===== src/slave_fifo_map.svh =====
`ifndef SLAVE_FIFO_MAP_SVH
`define SLAVE_FIFO_MAP_SVH
`define FIFO_COUNT       4
`define FIFO_SEL_W       2
`define DATA_W           8
`define FIFO_DEPTH       64
`define FIFO_PTR_W       6
`define AUTO_LEN_DEF     7'h40
`define PROG_LEVEL_DEF   7'h30
`endif


===== src/slave_fifo_pkg.sv =====
package slave_fifo_pkg;
  typedef struct packed {
    logic chipSelect;
    logic driveEnable;
    logic readStrobe;
    logic writeStrobe;
    logic commitStrobe;
  } strobe_type;
  typedef struct packed {
    logic emptyFlag;
    logic fullFlag;
    logic levelFlag;
  } flags_type;
endpackage


===== src/slave_fifo_port.sv =====
// Overview of operation
// - drive enable only steers bus drive, never consumes data
// - drive enable shows prefetched word at the read pointer
// - read needs chip select and read strobe together
// - interface clock rising edge with read strobe advances read pointer
// - data bus driven only while drive enable asserted
// - burst read advances one word per edge while strobe held
// - write needs chip select and write strobe together
// - write stores word, bumps pointer, flags follow the edge
// - burst write captures one word every edge while strobe held
// - commit strobe commits written data as short packet
// - commit on same edge as last write includes that word
// - auto mode commits when byte count reaches auto length
// - selector picks flags and data of one fifo
// - async write captures word on strobe deasserting edge
// - async read increments pointer on strobe asserting edge, bus then shows the next word
`timescale 1ns/1ps
`include "slave_fifo_map.svh"
module slave_fifo_port
  import slave_fifo_pkg::*;
#(
  parameter int DW    = `DATA_W,
  parameter int DEPTH = `FIFO_DEPTH,
  parameter int PW    = `FIFO_PTR_W
) (
  input  wire logic                   clk,
  input  wire logic                   rstn,
  input  wire logic                   interfaceClock,
  input  wire logic                   asyncMode,
  input  wire logic                   autoMode,
  input  wire logic [PW:0]            autoCommitLength,
  input  wire logic [PW:0]            progLevel,
  input  wire logic [`FIFO_SEL_W-1:0] fifoSelector,
  input  wire strobe_type             strobeN,
  input  wire logic [DW-1:0]          fifoDataIn,
  output logic      [DW-1:0]          fifoDataOut,
  output logic                        fifoDataOeN,
  output flags_type                   flags,
  output logic                        packetCommitted,
  output logic [PW:0]                 committedLength,
  output logic [`FIFO_SEL_W-1:0]      committedFifo,
  input  wire logic                   hostPop,
  input  wire logic [`FIFO_SEL_W-1:0] hostSel,
  input  wire logic                   hostPush,
  input  wire logic [DW-1:0]          hostData
);
  localparam int NF = `FIFO_COUNT;
  localparam int SW = `FIFO_SEL_W;

  // ----------------------------------------
  // input synchronisers
  // ----------------------------------------
  // strobe pins are active low; selector and data also cross from the master
  localparam int SYW = 1 + 5 + SW + DW;
  logic [SYW-1:0] syncIn;
  logic [SYW-1:0] syncOut;
  assign syncIn = {interfaceClock, ~strobeN, fifoSelector, fifoDataIn};
  sync_2ff #(.W(SYW)) u_sync (
    .clk  (clk),
    .rstn (rstn),
    .din  (syncIn),
    .dout (syncOut)
  );
  logic        ifc;
  strobe_type  stb;
  logic [SW-1:0] sel;
  logic [DW-1:0] din;
  assign ifc = syncOut[SYW-1];
  assign stb = syncOut[SYW-2 -: 5];
  assign sel = syncOut[SW+DW-1 -: SW];
  assign din = syncOut[DW-1:0];

  // ----------------------------------------
  // storage and pointers
  // ----------------------------------------
  logic [DW-1:0] mem_q [NF][DEPTH];
  logic [PW-1:0] rdPtr_q [NF];
  logic [PW-1:0] rdPtr_d [NF];
  logic [PW-1:0] wrPtr_q [NF];
  logic [PW-1:0] wrPtr_d [NF];
  logic [PW:0]   cnt_q [NF];
  logic [PW:0]   cnt_d [NF];
  logic [PW:0]   pend_q [NF];
  logic [PW:0]   pend_d [NF];
  logic          ifcPrev_q, ifcPrev_d;
  logic          wrPrev_q, wrPrev_d;
  logic          rdPrev_q, rdPrev_d;
  logic [DW-1:0] dout_d;
  logic          oeN_d;
  flags_type     flags_d;
  logic          commit_d;
  logic [PW:0]   cLen_d;
  logic [SW-1:0] cFifo_d;
  logic          doWrite, doRead;

  function automatic logic [PW:0] bump(input logic [PW:0] v, input logic up, input logic dn);
    bump = v + {{PW{1'b0}}, up} - {{PW{1'b0}}, dn};
  endfunction

  // ----------------------------------------
  // next state
  // ----------------------------------------
  always_comb begin
    logic rise;
    logic wrFall;
    logic rdRise;
    logic [PW:0] fill;
    rise     = ifc & ~ifcPrev_q;
    wrFall   = wrPrev_q & ~stb.writeStrobe;
    rdRise   = stb.readStrobe & ~rdPrev_q;
    fill     = '0;
    ifcPrev_d = ifc;
    wrPrev_d  = stb.writeStrobe & stb.chipSelect;
    rdPrev_d  = stb.readStrobe & stb.chipSelect;
    rdPtr_d = rdPtr_q;
    wrPtr_d = wrPtr_q;
    cnt_d   = cnt_q;
    pend_d  = pend_q;
    commit_d = 1'b0;
    cLen_d  = committedLength;
    cFifo_d = committedFifo;
    // sync: sample strobes on interface clock edge; async: strobe edges
    doWrite = stb.chipSelect && cnt_q[sel] != DEPTH[PW:0] &&
              (asyncMode ? wrFall : (rise && stb.writeStrobe));
    doRead  = stb.chipSelect && cnt_q[sel] != '0 &&
              (asyncMode ? rdRise : (rise && stb.readStrobe));
    if (doWrite) begin
      wrPtr_d[sel] = wrPtr_q[sel] + 1'b1;
    end
    if (doRead) begin
      rdPtr_d[sel] = rdPtr_q[sel] + 1'b1;
    end
    for (int i = 0; i < NF; i++) begin
      cnt_d[i] = bump(cnt_q[i], doWrite && sel == SW'(i), doRead && sel == SW'(i));
    end
    fill = bump(pend_q[sel], doWrite, 1'b0);
    pend_d[sel] = fill;
    // commit strobe is level sampled; async edges share the same rule
    if (stb.chipSelect && stb.commitStrobe && (asyncMode || rise) && fill != '0) begin
      commit_d = 1'b1;
      cLen_d = fill;
      cFifo_d = sel;
      pend_d[sel] = '0;
    end else if (autoMode && fill >= autoCommitLength && autoCommitLength != '0) begin
      // a strobe on this same edge is absorbed by the full packet, hence the gap
      commit_d = 1'b1;
      cLen_d = fill;
      cFifo_d = sel;
      pend_d[sel] = '0;
    end
    // host side drains the opposite direction into the same storage
    if (hostPush && cnt_q[hostSel] != DEPTH[PW:0] && !(doWrite || doRead)) begin
      wrPtr_d[hostSel] = wrPtr_q[hostSel] + 1'b1;
      cnt_d[hostSel] = bump(cnt_q[hostSel], 1'b1, 1'b0);
    end else if (hostPop && cnt_q[hostSel] != '0 && !(doWrite || doRead)) begin
      rdPtr_d[hostSel] = rdPtr_q[hostSel] + 1'b1;
      cnt_d[hostSel] = bump(cnt_q[hostSel], 1'b0, 1'b1);
    end
    // prefetched word follows pointer and selector, not drive enable
    dout_d = mem_q[sel][rdPtr_d[sel]];
    oeN_d  = ~(stb.chipSelect & stb.driveEnable);
    flags_d.emptyFlag = cnt_d[sel] == '0;
    flags_d.fullFlag  = cnt_d[sel] == DEPTH[PW:0];
    flags_d.levelFlag = cnt_d[sel] >= progLevel;
  end

  // ----------------------------------------
  // registers
  // ----------------------------------------
  always_ff @(posedge clk) begin
    if (doWrite) begin
      mem_q[sel][wrPtr_q[sel]] <= din;
    end else if (hostPush && cnt_q[hostSel] != DEPTH[PW:0] && !doRead) begin
      mem_q[hostSel][wrPtr_q[hostSel]] <= hostData;
    end
  end

  always_ff @(posedge clk) begin
    if (!rstn) begin
      for (int i = 0; i < NF; i++) begin
        rdPtr_q[i] <= '0;
        wrPtr_q[i] <= '0;
        cnt_q[i]   <= '0;
        pend_q[i]  <= '0;
      end
      ifcPrev_q       <= 1'b0;
      wrPrev_q        <= 1'b0;
      rdPrev_q        <= 1'b0;
      fifoDataOut     <= '0;
      fifoDataOeN     <= 1'b1;
      flags           <= '{emptyFlag: 1'b1, fullFlag: 1'b0, levelFlag: 1'b0};
      packetCommitted <= 1'b0;
      committedLength <= '0;
      committedFifo   <= '0;
    end else begin
      rdPtr_q         <= rdPtr_d;
      wrPtr_q         <= wrPtr_d;
      cnt_q           <= cnt_d;
      pend_q          <= pend_d;
      ifcPrev_q       <= ifcPrev_d;
      wrPrev_q        <= wrPrev_d;
      rdPrev_q        <= rdPrev_d;
      fifoDataOut     <= dout_d;
      fifoDataOeN     <= oeN_d;
      flags           <= flags_d;
      packetCommitted <= commit_d;
      committedLength <= cLen_d;
      committedFifo   <= cFifo_d;
    end
  end

  // ----------------------------------------
  // checks
  // ----------------------------------------
  drive_only_oe_a: assert property (@(posedge clk) disable iff (!rstn)
    !fifoDataOeN |-> $past(stb.chipSelect && stb.driveEnable))
    else $error("bus driven without drive enable");
  no_cs_read_a: assert property (@(posedge clk) disable iff (!rstn)
    !stb.chipSelect && !hostPush && !hostPop
    |=> cnt_q[$past(sel)] == $past(cnt_q[sel]))
    else $error("strobe accepted without chip select");
  read_bumps_a: assert property (@(posedge clk) disable iff (!rstn)
    doRead && !asyncMode |=> rdPtr_q[$past(sel)] == $past(rdPtr_q[sel]) + 1'b1)
    else $error("read pointer not advanced");
  write_bumps_a: assert property (@(posedge clk) disable iff (!rstn)
    doWrite |=> cnt_q[$past(sel)] == $past(cnt_q[sel]) + 1'b1 || $past(doRead))
    else $error("write count not advanced");
  empty_flag_a: assert property (@(posedge clk) disable iff (!rstn)
    flags.emptyFlag |-> $past(cnt_d[sel] == '0))
    else $error("empty flag wrong");
  commit_len_a: assert property (@(posedge clk) disable iff (!rstn)
    packetCommitted |-> committedLength != '0)
    else $error("empty packet committed");
  auto_commit_a: assert property (@(posedge clk) disable iff (!rstn)
    autoMode && autoCommitLength != '0 && doWrite && pend_q[sel] == autoCommitLength - 1'b1
    |=> packetCommitted && committedLength == $past(autoCommitLength))
    else $error("auto commit missed");
  full_write_a: assert property (@(posedge clk) disable iff (!rstn)
    cnt_q[sel] == DEPTH[PW:0] && !doRead && !hostPop
    |=> cnt_q[$past(sel)] == DEPTH[PW:0])
    else $error("write into full fifo");
endmodule // slave_fifo_port


===== src/sync_2ff.sv =====
`timescale 1ns/1ps
module sync_2ff #(
  parameter int W = 1
) (
  input  wire logic         clk,
  input  wire logic         rstn,
  input  wire logic [W-1:0] din,
  output logic      [W-1:0] dout
);
  logic [W-1:0] meta_q;
  logic [W-1:0] meta_d;
  logic [W-1:0] out_d;
  always_comb begin
    meta_d = din;
    out_d  = meta_q;
  end
  always_ff @(posedge clk) begin
    if (!rstn) begin
      meta_q <= '0;
      dout   <= '0;
    end else begin
      meta_q <= meta_d;
      dout   <= out_d;
    end
  end
endmodule // sync_2ff

===== config.mk =====
export PLATFORM = sky130hd
export DESIGN_NAME = slave_fifo_port
export DESIGN_NICKNAME = d
export VERILOG_FILES = /design/src/slave_fifo_pkg.sv /design/src/slave_fifo_port.sv /design/src/sync_2ff.sv
export VERILOG_INCLUDE_DIRS = /design/src
export SDC_FILE = /design/constraint.sdc
export NUM_CORES = 2
export LEC_CHECK = 0
export ABC_AREA = 1
export BUFFER_PORTS_ARGS = -buffer_cell sky130_fd_sc_hd__clkbuf_2
export CORE_UTILIZATION = 54
export DETAILED_ROUTE_END_ITERATION = 6
export GPL_TIMING_DRIVEN = 0
export MAX_ROUTING_LAYER = met4
export PLACE_DENSITY = 0.7
export SYNTH_ARGS = -nofsm -noshare
export SYNTH_HDL_FRONTEND = slang
export SYNTH_SLANG_ARGS = --single-unit
export TNS_END_PERCENT = 20

===== constraint.sdc =====
create_clock -name clk -period 8.2 [get_ports clk]
set_clock_uncertainty 0.2 [all_clocks]
set_input_delay 0.82 -clock clk [delete_from_list [all_inputs] [get_ports clk]]
set_output_delay 0.82 -clock clk [all_outputs]
set_load 0.005 [all_outputs]

==> load_flow_metrics.sql <==
INSERT INTO impl_metrics (metric_group, metric, value, unit) VALUES
('die', 'core_region_area', '163000', 'um2'),
('global_routing', 'maximum_number_of_pins_on_one_net_before_global_route_repair', '87', ''),
('clock_tree', 'tritoncts', 'yes', ''),
('sta', 'worst_slew_margin_rel', '-0.0259', ''),
('sta', 'final_hold_viol_count', '0', ''),
('pwr', 'power.static_leakage', '33.5', 'nW'),
('worst_setup_path', 'worstSetupStartpointType', 'primary input', ''),
('die', 'floorplan.rows', '148', ''),
('clock_tree', 'cts_num_sinks', '2209', ''),
('die', 'initial_core_util', '0.544', ''),
('routing', 'detail_route.vias_per_cell', '6.61', ''),
('die', 'top_level_ports', '68', ''),
('clock_tree', 'cts_root_buf', 'sky130_fd_sc_hd__clkbuf_16', ''),
('routing', 'antenna_left', '0', ''),
('global_routing', 'grt_antenna_before_repair', '20', ''),
('global_routing', 'global_route_usage_over_all_layers', '0.350', ''),
('placement', 'port_buffers', '64', ''),
('yosys', 'synth-warning-count', '0', ''),
('sta', 'final_max_slew_viol_count', '15', ''),
('routing', 'totalWireLength', '283000', 'um'),
('yosys', 'synth.avg_cell_area', '13.8', 'um2'),
('sta', 'actual_transition_at_the_worst_max_transition_pin', '1.54', 'ns'),
('global_routing', 'grt_first_pass_wirelength', '398000', 'um'),
('clock_tree', 'clk_transition_reported_paths', '0.06', 'ns'),
('sta', 'timing.setup.tns', '0', 'ns'),
('pwr', 'vdd_ir_drop_max', '241', 'uV'),
('clock_tree', 'cts_buffers', '212', ''),
('sta', 'report.final.setup_viol', '0', ''),
('sta', 'rsz0062_at_grt', 'false', ''),
('yosys', 'most_common_flop_cell_mapped_by_yosys', 'sky130_fd_sc_hd__edfxtp_1', ''),
('sta', 'timing.final.crit_share', '0.842', ''),
('placement', 'place_hpwl', '195000', 'um'),
('yosys', 'number_of_standard_cells_after_synthesis', '6434', ''),
('sta', 'final_period_minus_worst_setup_slack', '6.90', 'ns'),
('worst_setup_path', 'critPathRequiredTime', '8.46', 'ns'),
('clock_tree', 'cts-htree-levels', '4', ''),
('cells_and_area', 'area.growth.synth_to_final', '12.1', '%'),
('sta', 'maximum_clock_frequency', '145', 'MHz'),
('global_routing', 'grt-ovfl-total', '0', ''),
('routing', 'iteration_0_drc_markers', '9673', ''),
('worst_setup_path', 'r2r_setup_slack', '1.40', 'ns'),
('worst_setup_path', 'end_kind', 'flop', ''),
('yosys', 'synth_edf_count', '2048', ''),
('die', 'die_height', '407', 'um'),
('worst_setup_path', 'arrival_time_worst_endpoint', '7.16', 'ns'),
('status', 'run_status', 'finished, violations left', ''),
('routing', 'route.detailed.drc', '0', ''),
('clock_tree', 'number_of_buffers_on_the_longest_clock_path', '3', ''),
('worst_hold_path', 'min-delay-path-class', 'flop to flop', ''),
('worst_setup_path', 'critical_path_class', 'primary input to flop', ''),
('clock_tree', 'cts_resized', '0', ''),
('yosys', 'synth_seq_area_share', '0.730', ''),
('cells_and_area', 'finalNetCount', '6856', ''),
('run', 'drv_cap', '2', ''),
('yosys', 'synth_seq_cells', '2209', ''),
('status', 'violations_in_the_final_reports', 'capacitance limit, slew limit', ''),
('clock_tree', 'clock_insertion_delay_worst_skew', '0.87', 'ns'),
('cells_and_area', 'drive_above_1_share', '0.0831', ''),
('routing', 'first_pass_iters', '6', ''),
('worst_setup_path', 'worst_path_fanout_max', '10', ''),
('yosys', 'postSynth.asyncResetShare', '0', ''),
('sta', 'hold-worst-slack', '0.198', 'ns'),
('die', 'die_width', '407', 'um'),
('pwr', 'pwr_density_cell', '261', 'nW/um2'),
('placement', 'gp_congestion', '1.07', ''),
('routing', 'wire_per_inst', '31.0', 'um'),
('yosys', 'synth.lib_cells_used.distinct', '55', ''),
('global_routing', 'via_count_of_the_first_global_routing_pass', '56700', ''),
('yosys', 'synthesis.nets', '6534', ''),
('yosys', 'syn-cell-area', '88600', 'um2'),
('routing', 'number_of_vias_in_the_routed_layout', '60300', ''),
('die', 'floorplan.die_area', '166000', 'um2');
[power breakdown]
part	total (mW)	internal (mW)	leakage (nW)	switching, mW
clock network	9.46	5.21	3.23	4.25
logic	3.78	0.986	10.3	2.79
registers	12.7	12.6	20.0	0.0833
total	26.0	18.8	33.5	7.13
[flip-flops by register name, indices dropped and copies added (netlist names), named ones only]
name and count:
cnt_q 28, ifcPrev_q 1, packetCommitted 1, flags 3
u_sync.dout 16, u_sync.meta_q 16, rdPtr_q 24, mem_q 2048
wrPrev_q 1, pend_q 4, wrPtr_q 24, committedFifo 2
fifoDataOut 8, rdPrev_q 1, committedLength 7, fifoDataOeN 1
[synth_stat cells (all sizes together) (3+ instances only)]
library cell	instances	area (um2)
a21oi	144	721
a32oi	29	254
a22oi	6	45.0
edfxtp	2048	61500
xnor2	10	87.6
nor3	22	120
o22ai	32	200
a221oi	518	4540
clkbuf	284	1070
fa	4	80.1
inv	272	1020
nor2	446	1710
dfxtp	161	3220
nand4	16	100
o211ai	31	233
o32ai	9	78.8
a22o	515	4510
o21a	23	173
or2	10	62.6
a21boi	3	22.5
ha	50	626
a31oi	5	31.3
o221ai	3	26.3
nand3b	3	22.5
clkinv	3	11.3
xor2	39	342
o21ai	156	781
buf	150	835
nand2	894	3380
nand3	534	2680
[what timing repair did]
item	in CTS	in global routing
setup buffers	0	0
hold buffers	16	0
endpoints found under the hold margin	16	0
[worst max-delay path, cell delays in order]
cell and delay [ns]:
sky130_fd_sc_hd__buf_4 0.17, sky130_fd_sc_hd__inv_2 0.10, sky130_fd_sc_hd__nand2_1 0.40, sky130_fd_sc_hd__o22ai_1 0.25, sky130_fd_sc_hd__a21oi_1 0.24, sky130_fd_sc_hd__o21ai_0 0.33, sky130_fd_sc_hd__ha_1 0.34, sky130_fd_sc_hd__nand3_1 0.13
sky130_fd_sc_hd__nor2_2 0.06, sky130_fd_sc_hd__nand2_1 0.14, sky130_fd_sc_hd__nand2_2 0.12, sky130_fd_sc_hd__buf_6 0.17, sky130_fd_sc_hd__nor2_4 0.20, sky130_fd_sc_hd__inv_2 0.10, sky130_fd_sc_hd__buf_2 0.22, sky130_fd_sc_hd__buf_2 0.26
sky130_fd_sc_hd__a21oi_1 0.45, sky130_fd_sc_hd__inv_1 0.12, sky130_fd_sc_hd__nand2_1 1.02, sky130_fd_sc_hd__buf_2 0.99, sky130_fd_sc_hd__nor2_1 0.46
[cell usage in the layout (no fill, tap or decap), types with 9 or more instances in the layout]
| cell | instances |
|---|---|
| sky130_fd_sc_hd__o22ai_1 | 32 |
| sky130_fd_sc_hd__inv_2 | 15 |
| sky130_fd_sc_hd__a221oi_1 | 517 |
| sky130_fd_sc_hd__a21oi_1 | 144 |
| sky130_fd_sc_hd__dfxtp_1 | 161 |
| sky130_fd_sc_hd__xor2_1 | 39 |
| sky130_fd_sc_hd__xnor2_1 | 10 |
| sky130_fd_sc_hd__clkbuf_2 | 71 |
| sky130_fd_sc_hd__nor2_1 | 438 |
| sky130_fd_sc_hd__inv_1 | 256 |
| sky130_fd_sc_hd__bufinv_16 | 10 |
| sky130_fd_sc_hd__buf_1 | 14 |
| sky130_fd_sc_hd__buf_6 | 13 |
| sky130_fd_sc_hd__clkinv_2 | 32 |
| sky130_fd_sc_hd__clkbuf_16 | 219 |
| sky130_fd_sc_hd__a32oi_1 | 29 |
| sky130_fd_sc_hd__o21a_1 | 23 |
| sky130_fd_sc_hd__diode_2 | 20 |
| sky130_fd_sc_hd__o211ai_1 | 31 |
| sky130_fd_sc_hd__ha_1 | 50 |
| sky130_fd_sc_hd__nor3_1 | 20 |
| sky130_fd_sc_hd__clkbuf_1 | 324 |
| sky130_fd_sc_hd__dlygate4sd3_1 | 16 |
| sky130_fd_sc_hd__a22o_1 | 515 |
| sky130_fd_sc_hd__buf_2 | 115 |
| sky130_fd_sc_hd__buf_4 | 9 |
| sky130_fd_sc_hd__nand2_1 | 878 |
| sky130_fd_sc_hd__clkinv_1 | 50 |
| sky130_fd_sc_hd__nand4_1 | 16 |
| sky130_fd_sc_hd__o21ai_0 | 148 |
| sky130_fd_sc_hd__nand3_1 | 532 |
| sky130_fd_sc_hd__nand2_4 | 9 |
| sky130_fd_sc_hd__buf_16 | 23 |
| sky130_fd_sc_hd__edfxtp_1 | 2048 |
[routing by layer]
metal / up-vias / GRT usage / part of all wire
met5: - / - / 0
met4: 0 / 0.168 / 0.052
met3: 682 / 0.0996 / 0.13
met2: 4145 / 0.507 / 0.45
met1: 29900 / 0.455 / 0.37
li1: 25500 / - / -
[path summary, 6_finish.rpt]
path	start	endpoint	cells after the start
max	hostSel[0]	mem_q[1][221]	21
min	u_sync.dout[13]	fifoDataOeN	1
max reg2reg	u_sync.dout[9]	flags[0]	32
min reg2reg	u_sync.dout[13]	fifoDataOeN	1
[final cells by class]
| class | count | area, um2 |
|---|---|---|
| fill | 12100 | 63500 |
| tap | 2175 | 2720 |
| buffer | 434 | 1910 |
| clock buffer | 267 | 5670 |
| sequential | 2209 | 64700 |
| multi-input combinational | 3516 | 21000 |
| timing repair buffer | 108 | 1200 |
| clock inverter | 114 | 967 |
| antenna | 20 | 50.0 |
| inverter | 275 | 1030 |
[stage by stage]
step | total power [mW] | utilization | setup WS, ns | cell area (um2) | cells
after floorplan | 15.1 | - | 0.874 | 88600 | 6434
after global placement | 16.7 | 0.563 | -5.24 | 91600 | 8673
after detailed placement | 16.5 | 0.568 | 0.715 | 92400 | 8701
after CTS | 25.8 | 0.610 | 1.57 | 99200 | 9098
after global routing | 26.5 | 0.610 | 1.09 | 99300 | 9112
final | 26.0 | 0.610 | 1.30 | 99300 | 9118
[cell families after synthesis]
family                     share of synthesized area
muxes                                       0.000226
AOI/OAI and AO/OA                              0.132
DFF                                            0.730
buffers and inverters                         0.0331
xor gates and xnor gates                     0.00484
adders and majority gates                    0.00796
and+or+nand+nor                               0.0916
(Power assumes the default switching activity.)
